<file path="src/rtl/pwcl_defines.svh">
/*
 * Constants of the wake configuration loader: memory offsets, flag bit
 * positions, required block lengths, register offsets and pulse timing.
 * Assumes byte-wide configuration memory and a 25 MHz core clock.
 */
`ifndef PWCL_DEFINES_SVH
`define PWCL_DEFINES_SVH
// Configuration memory byte addresses.
`define PWCL_A_FLAG     9'h009
`define PWCL_A_FLT_LEN  9'h03d
`define PWCL_A_FLT_OFF  9'h03e
`define PWCL_A_LTM_LEN  9'h03f
`define PWCL_A_TB_LEN   9'h041
// Required block lengths in bytes, and the index of the last image byte.
`define PWCL_FLT_LEN    8'h14
`define PWCL_LTM_LEN    8'h18
`define PWCL_TB_LEN     8'h04
`define PWCL_IMG_LAST   5'h13
// Wake flag byte bit positions.
`define PWCL_B_EN       7
`define PWCL_B_PULSE    6
`define PWCL_B_LONG     5
`define PWCL_B_POL      4
`define PWCL_B_PP       3
`define PWCL_B_LINK     2
`define PWCL_B_PKT      1
`define PWCL_B_DA       0
// Register byte offsets.
`define PWCL_R_CTRL     12'h000
`define PWCL_R_WSTAT    12'h004
`define PWCL_R_FCFG     12'h008
`define PWCL_R_MASK0    12'h00c
`define PWCL_R_MASK1    12'h010
`define PWCL_R_MASK2    12'h014
`define PWCL_R_MASK3    12'h018
`define PWCL_R_FATTR    12'h01c
// Pulse timing.
`define PWCL_CLK_KHZ    25000
`define PWCL_SHORT_US   1500
`define PWCL_LONG_US    150000
// Cycles per microsecond first, so the long product stays inside 32 bits.
`define PWCL_SHORT_CYC  (`PWCL_SHORT_US * (`PWCL_CLK_KHZ / 1000))
`define PWCL_LONG_CYC   (`PWCL_LONG_US * (`PWCL_CLK_KHZ / 1000))
`endif

</file>
<file path="src/rtl/pwcl_pkg.sv">
/*
 * Types of the wake configuration loader: loader states and the state
 * record. Assumes nothing of its surroundings.
 */
`default_nettype none
package pwcl_pkg;
    // Loader sequence states.
    typedef enum logic [2:0] {
        LD_FLAG, LD_LTM, LD_TB, LD_LEN, LD_OFF, LD_IMG, LD_DONE
    } pwcl_ld_t;
    // Pulse counter wide enough for the long pulse.
    typedef logic [21:0] pwcl_cnt_t;
    // Whole state of the loader.
    typedef struct packed {
        pwcl_ld_t     ld;
        logic [8:0]   addr;
        logic [4:0]   idx;
        logic [7:0]   flag;
        logic [7:0]   off;
        logic         done;
        logic         e_flt;
        logic         e_ltm;
        logic         e_tb;
        logic         flt_ok;
        logic [159:0] img;
        logic         pend;
        logic         pact;
        pwcl_cnt_t    cnt;
        logic         pin_out;
        logic         pin_oe;
        logic [31:0]  rdata;
    } pwcl_state_t;
endpackage
`default_nettype wire

</file>
<file path="src/rtl/pwcl_loader.sv">
/*
 * Wake configuration loader: reads the wake flag byte and the wake
 * filter 0 image from configuration memory after reset, checks block
 * lengths, and drives the wake request pin from gated wake events.
 * Assumes a byte memory that acks each read once, and an APB master.
 */
// Behaviour
// - Master enable lets wake events assert request
// - Master enable clear: no wake signalling
// - Bit 6 picks level or pulse
// - Bit 5 picks 1.5 ms or 150 ms
// - Pulse timed from first event only
// - Bit 4 sets asserted polarity
// - Bit 3 picks open-drain or push-pull
// - Bit 2 enables link change source
// - Bit 1 enables packet source
// - Bit 0 enables address match source
// - Flag byte sets attribute defaults
// - Image loads filter config and masks
// - Filter image located at 3Dh, 3Eh
`include "pwcl_defines.svh"
`default_nettype none
module pwcl_loader #(
    parameter int unsigned SHORT_CYC = `PWCL_SHORT_CYC,
    parameter int unsigned LONG_CYC  = `PWCL_LONG_CYC
) (
    input  wire logic          core_clk,
    input  wire logic          arst_n,
    // APB slave.
    input  wire logic [11:0]   paddr,
    input  wire logic          psel,
    input  wire logic          penable,
    input  wire logic          pwrite,
    input  wire logic [31:0]   pwdata,
    output logic [31:0]        prdata,
    output logic               pready,
    output logic               pslverr,
    // Configuration memory read port.
    output logic               cfg_rd_req,
    output logic [8:0]         cfg_rd_addr,
    input  wire logic [7:0]    cfg_rd_data,
    input  wire logic          cfg_rd_ack,
    // Wake event pulses.
    input  wire logic          ev_wake_pin,
    input  wire logic          ev_packet,
    input  wire logic          ev_filter,
    input  wire logic          ev_addr_match,
    input  wire logic          ev_link_change,
    // Wake request pin, output and enable.
    output logic               wake_request_pin_o,
    output logic               wake_request_pin_oe,
    // Loaded filter and attribute values.
    output logic [31:0]        wake_filter_config,
    output logic [127:0]       wake_filter_byte_mask,
    output logic [7:0]         flag_attribute_defaults,
    output logic               load_done
);
    // Registered and next state.
    pwcl_pkg::pwcl_state_t s, n;
    // Master enable, gated wake event, pin terms, APB decodes and pulse target.
    logic                  en;
    logic                  ev;
    logic                  act;
    logic                  lvl;
    logic                  acc;
    logic                  wr_ctrl;
    logic                  wr_wstat;
    logic                  mapped;
    pwcl_pkg::pwcl_cnt_t   tgt;

    // Access phase of a transfer; the slave never inserts wait states.
    assign acc      = psel && penable;
    assign wr_ctrl  = acc && pwrite && (paddr == `PWCL_R_CTRL);
    assign wr_wstat = acc && pwrite && (paddr == `PWCL_R_WSTAT);
    assign mapped   = (paddr <= `PWCL_R_FATTR) && (paddr[1:0] == 2'h0);
    assign pready   = 1'b1;
    assign pslverr  = acc && !mapped;

    // Target length of a pulse in cycles.
    // pulse length select
    assign tgt = s.flag[`PWCL_B_LONG] ? pwcl_pkg::pwcl_cnt_t'(LONG_CYC)
                                      : pwcl_pkg::pwcl_cnt_t'(SHORT_CYC);

    // Master enable gates everything else in the byte.
    // master enable gate
    assign en = s.flag[`PWCL_B_EN];

    // Gated wake event; pin and filter events need only the master enable.
    // wake source gating
    assign ev = en && (ev_wake_pin || ev_filter
                || (ev_packet && s.flag[`PWCL_B_PKT])
                || (ev_addr_match && s.flag[`PWCL_B_DA])
                || (ev_link_change && s.flag[`PWCL_B_LINK]));

    // Next state: loader sequence, wake timing and register reads.
    always_comb begin
        n = s;
        act = 1'b0;
        lvl = 1'b0;
        // Loader walks the memory one byte per acknowledge.
        case (s.ld)
            pwcl_pkg::LD_FLAG: begin
                if (cfg_rd_ack) begin
                    n.flag = cfg_rd_data;
                    n.ld = pwcl_pkg::LD_LTM;
                end
            end
            pwcl_pkg::LD_LTM: begin
                if (cfg_rd_ack) begin
                    n.e_ltm = (cfg_rd_data != 8'h00) && (cfg_rd_data != `PWCL_LTM_LEN);
                    n.ld = pwcl_pkg::LD_TB;
                end
            end
            pwcl_pkg::LD_TB: begin
                if (cfg_rd_ack) begin
                    n.e_tb = (cfg_rd_data != 8'h00) && (cfg_rd_data != `PWCL_TB_LEN);
                    n.ld = pwcl_pkg::LD_LEN;
                end
            end
            pwcl_pkg::LD_LEN: begin
                if (cfg_rd_ack) begin
                    if (cfg_rd_data == `PWCL_FLT_LEN) begin
                        n.flt_ok = 1'b1;
                        n.ld = pwcl_pkg::LD_OFF;
                    end else begin
                        // Absent or malformed image: keep filter at reset.
                        n.e_flt = (cfg_rd_data != 8'h00);
                        n.ld = pwcl_pkg::LD_DONE;
                    end
                end
            end
            pwcl_pkg::LD_OFF: begin
                if (cfg_rd_ack) begin
                    n.off = cfg_rd_data;
                    n.idx = 5'h00;
                    n.ld = pwcl_pkg::LD_IMG;
                end
            end
            pwcl_pkg::LD_IMG: begin
                if (cfg_rd_ack) begin
                    n.img[8*s.idx +: 8] = cfg_rd_data;
                    if (s.idx == `PWCL_IMG_LAST) begin
                        n.ld = pwcl_pkg::LD_DONE;
                    end else begin
                        n.idx = s.idx + 5'h01;
                    end
                end
            end
            pwcl_pkg::LD_DONE: begin
                n.done = 1'b1;
            end
            default: begin
                n.ld = pwcl_pkg::LD_DONE;
            end
        endcase
        // Software reload starts over and silences the pin until the flag byte is read again.
        if (wr_ctrl && pwdata[0]) begin
            n.ld = pwcl_pkg::LD_FLAG;
            n.flag = 8'h00;
            n.done = 1'b0;
            n.e_flt = 1'b0;
            n.e_ltm = 1'b0;
            n.e_tb = 1'b0;
            n.flt_ok = 1'b0;
            n.img = '0;
        end
        // Address of the next read follows the next state.
        // filter image location
        case (n.ld)
            pwcl_pkg::LD_FLAG: n.addr = `PWCL_A_FLAG;
            pwcl_pkg::LD_LTM:  n.addr = `PWCL_A_LTM_LEN;
            pwcl_pkg::LD_TB:   n.addr = `PWCL_A_TB_LEN;
            pwcl_pkg::LD_LEN:  n.addr = `PWCL_A_FLT_LEN;
            pwcl_pkg::LD_OFF:  n.addr = `PWCL_A_FLT_OFF;
            pwcl_pkg::LD_IMG:  n.addr = {n.off, 1'b0} + {4'h0, n.idx};
            default:           n.addr = s.addr;
        endcase
        // Pending status; a new event beats a clear in the same cycle.
        // pending held until cleared
        n.pend = ev || (s.pend && !(wr_wstat && pwdata[0]));
        if (!en) begin
            n.pend = 1'b0;
        end
        // Pulse timer; events during a pulse are ignored.
        // no extend or restart
        if (en && s.flag[`PWCL_B_PULSE]) begin
            if (s.pact) begin
                n.cnt = s.cnt + 22'h000001;
                if (s.cnt == tgt - 22'h000001) begin
                    n.pact = 1'b0;
                    n.cnt = '0;
                end
            end else if (ev) begin
                n.pact = 1'b1;
                n.cnt = '0;
            end
        end else begin
            n.pact = 1'b0;
            n.cnt = '0;
        end
        // Asserted state picks the pin level from the polarity bit.
        // level or pulse form
        act = n.flag[`PWCL_B_PULSE] ? n.pact : n.pend;
        lvl = act ? n.flag[`PWCL_B_POL] : !n.flag[`PWCL_B_POL];
        n.pin_out = lvl;
        // Open drain only drives a low; push-pull drives both levels while the master enable is set.
        // driver type
        n.pin_oe = n.flag[`PWCL_B_EN] && (n.flag[`PWCL_B_PP] || !lvl);
        // Read data is captured in the setup phase so it comes from a flop.
        if (psel && !penable) begin
            case (paddr)
                `PWCL_R_CTRL: n.rdata = {18'h0, s.pact, s.flt_ok, s.e_tb, s.e_ltm,
                                         s.e_flt, s.done, s.flag};
                `PWCL_R_WSTAT: n.rdata = {31'h0, s.pend};
                `PWCL_R_FCFG:  n.rdata = s.img[31:0];
                `PWCL_R_MASK0: n.rdata = s.img[63:32];
                `PWCL_R_MASK1: n.rdata = s.img[95:64];
                `PWCL_R_MASK2: n.rdata = s.img[127:96];
                `PWCL_R_MASK3: n.rdata = s.img[159:128];
                `PWCL_R_FATTR: n.rdata = {24'h0, s.flag};
                default:       n.rdata = 32'h0;
            endcase
        end
    end

    // State register; a clean start reads the flag byte first.
    always_ff @(posedge core_clk or negedge arst_n) begin
        if (!arst_n) begin
            s <= '0;
            s.ld <= pwcl_pkg::LD_FLAG;
            s.addr <= `PWCL_A_FLAG;
        end else begin
            s <= n;
        end
    end

    // Outputs straight from the state register.
    assign prdata = s.rdata;
    assign cfg_rd_req = (s.ld != pwcl_pkg::LD_DONE);
    assign cfg_rd_addr = s.addr;
    assign wake_request_pin_o = s.pin_out;
    assign wake_request_pin_oe = s.pin_oe;
    assign wake_filter_config = s.img[31:0];
    assign wake_filter_byte_mask = s.img[159:32];
    assign flag_attribute_defaults = s.flag;
    assign load_done = s.done;

    // Helper for the checks: length of the current pulse so far.
    pwcl_pkg::pwcl_cnt_t alen_q;
    always_ff @(posedge core_clk or negedge arst_n) begin
        if (!arst_n) begin
            alen_q <= '0;
        end else begin
            alen_q <= s.pact ? alen_q + 22'h000001 : '0;
        end
    end
endmodule
`default_nettype wire

</file>
<file path="config.mk">
export PLATFORM = sky130hd
export DESIGN_NAME = pwcl_loader
export DESIGN_NICKNAME = d
export VERILOG_FILES = /design/src/rtl/pwcl_pkg.sv /design/src/rtl/pwcl_loader.sv
export VERILOG_INCLUDE_DIRS = /design/src /design/src/rtl
export SDC_FILE = /design/constraint.sdc
export NUM_CORES = 1
export LEC_CHECK = 0
export BUFFER_PORTS_ARGS = -buffer_cell sky130_fd_sc_hd__buf_2
export CORE_MARGIN = 2
export CORE_UTILIZATION = 56
export DETAILED_ROUTE_END_ITERATION = 12
export HOLD_SLACK_MARGIN = 0.15
export PLACE_DENSITY = 0.81
export SLEW_MARGIN = 5
export SYNTH_ARGS = -nofsm -noshare
export SYNTH_HDL_FRONTEND = slang
export SYNTH_SLANG_ARGS = --single-unit
</file>
<file path="constraint.sdc">
create_clock -name core_clk -period 3.6 [get_ports core_clk]
set_input_delay 0.54 -clock core_clk [delete_from_list [all_inputs] [get_ports core_clk]]
set_output_delay 0.54 -clock core_clk [all_outputs]
set_load 0.05 [all_outputs]
</file>
Word-level counts from Yosys, hierarchy flattened
Cells that the tools add are included.
{"block": "word_totals", "ff_bits": 256, "inputBits": 63, "output_inout_bits": 215, "word_cells": 145}
{"block": "classes", "addsub": 5, "order_cmp": 1, "n_eq_ne": 26, "shifts": 2, "muxes": 44, "n_reduce_logical": 49}
{"operator": "$mux W160", "n": 2}
{"operator": "$pmux W32 S8", "n": 1}
{"operator": "$mux W165", "n": 1}
{"operator": "$bwmux W160", "n": 1}
{"operator": "$shift A8 B34 Y160 const A", "n": 1}
{"operator": "$shiftx A8 B34 Y160", "n": 1}
{"operator": "$mux W23", "n": 4}
{"operator": "$pmux W9 S6", "n": 1}
{"operator": "$eq A12 B5 Y1 const B", "n": 4}
{"operator": "$mux W8", "n": 5}
{"operator": "$neg A8 Y34", "n": 1}
{"operator": "$eq A12 B4 Y1 const B", "n": 2}
{"operator": "$mux W3", "n": 8}
{"operator": "$add A22 B1 Y22 const B", "n": 1}
{"operator": "$eq A22 B22 Y1", "n": 1}
{"operator": "$mux W22", "n": 1}
{"operator": "$sub A22 B1 Y22 const B", "n": 1}
{"operator": "$pmux W3 S7", "n": 1}
{"operator": "$logic_and A1 B1 Y1", "n": 18}
{"operator": "$reduce_bool A2 Y1", "n": 8}
{"operator": "$eq A3 B3 Y1 const B", "n": 5}
{"operator": "$mux W5", "n": 3}
{"operator": "$mux W1", "n": 14}
{"operator": "$eq A12 B3 Y1 const B", "n": 1}
{"operator": "22 further kinds", "n": 41}

Depth between registers and ports, before layout
{"block": "logic_depth", "ltp_word": 13, "ltp_mapped": 16, "mapped_depth_nobuf": 15}

Worst setup path before layout
No wires, ideal clock.
{"block": "synth_path", "path_kind": "input port to flip-flop", "startpoint": "input port cfg_rd_ack", "endpoint": "register s (netlist bit cfg_rd_addr[6])", "setup_ns": 0.078, "arrival_ns": 2.865, "required_time_ns": 3.522, "slack_ns": 0.657, "path_stages": 10, "path_buffers": 2, "path_cell_list": "buf_2 > nor4bb_1 > buf_2 > mux2_2 > ha_1 > nand2_1 > o21ai_0 > a21oi_1 > or3b_2 > a21oi_1"}
{"item": "start, declared", "line": "pwcl_loader.sv:42", "text": "input wire logic cfg_rd_ack,"}
{"item": "end signal, assigned", "line": "pwcl_loader.sv:233", "text": "s <= n;"}
{"item": "end, declared", "line": "pwcl_loader.sv:59", "text": "pwcl_pkg::pwcl_state_t s, n;"}

Final worst setup path
{"block": "layout_path", "startpoint": "register s[239] (netlist bit)", "endpoint": "register s (netlist bit wake_filter_byte_mask[86])"}
{"block": "layout_between", "elab_chain_cells": 6, "elab_cells_between_ends": 7, "cone_classes": "add/sub: 1; shift: 2; mux: 4"}
{"item": "$neg A8 Y34 (*)", "line": "pwcl_loader.sv:141", "text": "n.img[8*s.idx +: 8] = cfg_rd_data;"}
{"item": "$shiftx A8 B34 Y160 or $shift A8 B34 Y160 (tied branches)", "line": "pwcl_loader.sv:141"}
{"item": "$bwmux W160 (*)", "line": "pwcl_loader.sv:141"}
{"item": "$mux W160 (*)", "line": "pwcl_loader.sv:140", "text": "if (cfg_rd_ack) begin"}
{"item": "$mux W160 (*)", "line": "pwcl_loader.sv:101", "text": "case (s.ld)"}
{"item": "$mux W165 (*)", "line": "pwcl_loader.sv:157", "text": "if (wr_ctrl && pwdata[0]) begin"}
Every way passes the cells marked *; elsewhere a longest branch is shown, timed or not. The select of a mux whose other input is x is not followed.
A chain may end at the register's enable or synchronous reset.

==> run metrics <==
status=completed; Avg WL per Cell=23.5 um; period utilization=92.8%; fin util=60.8%; Die Ht=160 um; clock share of power=34.2%; routed wire length=41.6 mm; Max Slew Vio Count=0; Setup-failing EPs final=0; syn_nets=1,463; total power=0.00794 W; initial cell density of the core=56.7%; Worst Setup End Kind=flop; Post-route DRC=0; Psw=0.00274 W; ys async rst share=100%; TritonCTS Buffers=27; num rows=57; crit path DAT=3.72 ns; Post-DRT Antenna Nets=0; final cell count without fillers=1,769; io pins=278; Post-Synthesis Cell Area=13,700 sq um; Core ar.=24,200 sq um; DP Cell Count=1,719; RSZ-0062 raised after global routing=no; net count reported at finish=1,497; post-synth top area cell=dfrtp_1; area of the multi-input gates=5420 sq um; Layout area overhead=7.30%; grt ovf=0; CP max FO=16; Hold Crit Depth=3; Synth Register Bits=256; DP Wirelength=28.8 mm; Netlist cell types=74; Net Sw Frac=34.5%; Max Fclk=0.299 GHz; gpl congestion=0.946; vias in the first global route=11,121; EDFF count, synth=0; hold violation count in the final report=0; Flop pwr share=42.1%; register area share after synthesis=46.7%; crit path kind=flop to flop; DRT Pass-1 Iters=7; Slew @ Worst Pin=1.20 ns; max-cap viol count=0; first-pass GRT wire length=63.7 mm; maximum VDD drop=0.000559 V; postcts setup bufs=0; synthesized instance count=1,391; logic gate share of total power=23.6%; Reg-to-Reg Start=s[239]; hold path startpoint=cfg_rd_data[0]; filler cell count=1,984; post-synth top area share=46.4%; Clock Path Buffers=3; Yosys warning count=0; relative slew slack=20.2%; number of DRC markers in iteration 0=1,369; Fin Hold WS=0.424 ns; pwr dens=539 nW/um^2; Synth Area per Inst=9.86 sq um; worst hold path type=input port to flop; Register Area=6410 sq um; initial antenna violation count=5; Tot GR Track Use=31.6%; Vias=11,495; Worst-path clk slew=0.06 ns; CTS tree=built; hold path endpoint=wake_filter_byte_mask[80]; Reg2Reg Setup Slack=0.26 ns; layout cell share with drive strength beyond 1=25.6%; Data required, critical path=3.98 ns; Period minus WS final=3.34 ns; Leak=7.03 nW; setup TNS=0 ns; reg2reg end=wake_filter_byte_mask[86]; dominant cells by area after synthesis=dfrtp_1, buf_4, nand2_1; most frequent cells in the layout=dfrtp_1, buf_2, nand2_1, nor2_1, o21ai_0; DR vias/cell=6.50; depth of the CTS H-tree=1; clk_lat worst skew=0.55 ns; Top FF cell, synth=dfrtp_1; DIE AREA=25,800 sq um; Clock Sink Count=256; Die Width=160 um; Root Driver=clkbuf_16; commonest non-fill, non-tap cell in the layout=dfrtp_1; startpoint types=flop; Post-Route Skew=0.0136 ns; IO Port Bufs=245; R2R depth=8; cell-internal power=0.00519 W; largest net degree at the start of global routing=89
-- power by group through the flow --
stage	Sequential [W]	Clock (W)	Combinational, W
floorplan	0.00331	0	0.00151
global placement	0.00338	0	0.00182
detailed placement	0.00339	0	0.00184
CTS	0.00334	0.00274	0.00186
global route	0.00337	0.00287	0.00203
finish	0.00334	0.00272	0.00188
-- critical path, stage by stage (launching register included) --
cell     delay [ns]
dfrtp_1        0.39
buf_4          0.18
inv_1          0.17
ha_1           0.29
nor3b_1        0.37
ha_1           0.35
and3_1         0.31
a21oi_1        0.87
o21ai_0        0.25
-- worst max-delay path by stage --
stage,from,to,slack [ns],cells past startpoint
global route,s[239],wake_filter_byte_mask[86],0.02,8
detailed placement,s[239],wake_filter_byte_mask[95],0.30,8
floorplan,cfg_rd_ack,cfg_rd_addr[6],0.66,10
global placement,s[239],wake_filter_byte_mask[64],0.42,9
finish,s[239],wake_filter_byte_mask[86],0.26,8
CTS,s[239],wake_filter_byte_mask[90],0.22,9
-- per-layer routing --
metal / part of all wire [%] / global-route usage [%] / routed length, um / up-vias
li1: - / - / - / 4967
met1: 38 / 41.0 / 15600 / 5644
met2: 46 / 50.2 / 19200 / 727
met3: 11 / 8.24 / 4700 / 151
met4: 4.7 / 14.4 / 1940 / 6
met5: 0.096 / 0 / 40 / -
-- through the flow --
step | setup slack (ns) | cell area [sq um]
floorplan | 0.657 | 13700
global placement | 0.417 | 13800
detailed placement | 0.297 | 13800
CTS | 0.225 | 14700
global route | 0.0237 | 14700
finish | 0.260 | 14700
-- flip-flops by register name, indices dropped and copies added, names as in the netlist --
name	flops
cfg_rd_addr	9
flag_attribute_defaults	8
load_done	1
prdata	32
s	44
wake_filter_byte_mask	128
wake_filter_config	32
wake_request_pin_o	1
wake_request_pin_oe	1
-- repair_timing --
| action | 4_1_cts | 5_1_grt |
|---|---|---|
| endpoints found under the setup margin | 0 | 11 |
| hold buffers | 1 | 0 |
| endpoints found under the hold margin | 85 | 0 |
| gates resized for setup | 0 | 3 |
-- synth_stat cells (all sizes together), types with 9 or more instances --
library cell / number
and3: 12
clkbuf: 47
a21o: 31
buf: 231
inv: 14
a31oi: 36
o21ai: 62
mux2: 12
nand3: 26
nor3: 21
nor4: 13
o2bb2ai: 52
a22o: 42
nor2: 75
a21oi: 63
o31ai: 22
mux2i: 20
nand4: 15
a222oi: 20
a22oi: 43
nor2b: 9
nand2: 149
and2: 17
dfrtp: 254
-- area by class of cell --
type	count	share of cell area, %
flip-flops and latches	256	43.6
clock inverters	9	0.510
well taps	324	2.76
clock buffers	38	5.42
diodes	2	0.0340
multi-input cells	843	36.8
inverters	14	0.357
repair buffers	283	10.5
-- logic make-up after synthesis --
logic type / Yosys count / share of synthesized area (%)
AO/OA/AOI/OAI: 410 / 21.5
XOR/XNOR: 9 / 0.575
buffers and inverters: 292 / 14.1
flip-flops: 256 / 46.7
multiplexers: 32 / 2.47
adder cells (fa/ha/maj): 9 / 0.876
AND/OR/NAND/NOR: 382 / 13.7
other: 1 / 0.0274
Note: power is estimated with default switching activity, not from simulation.
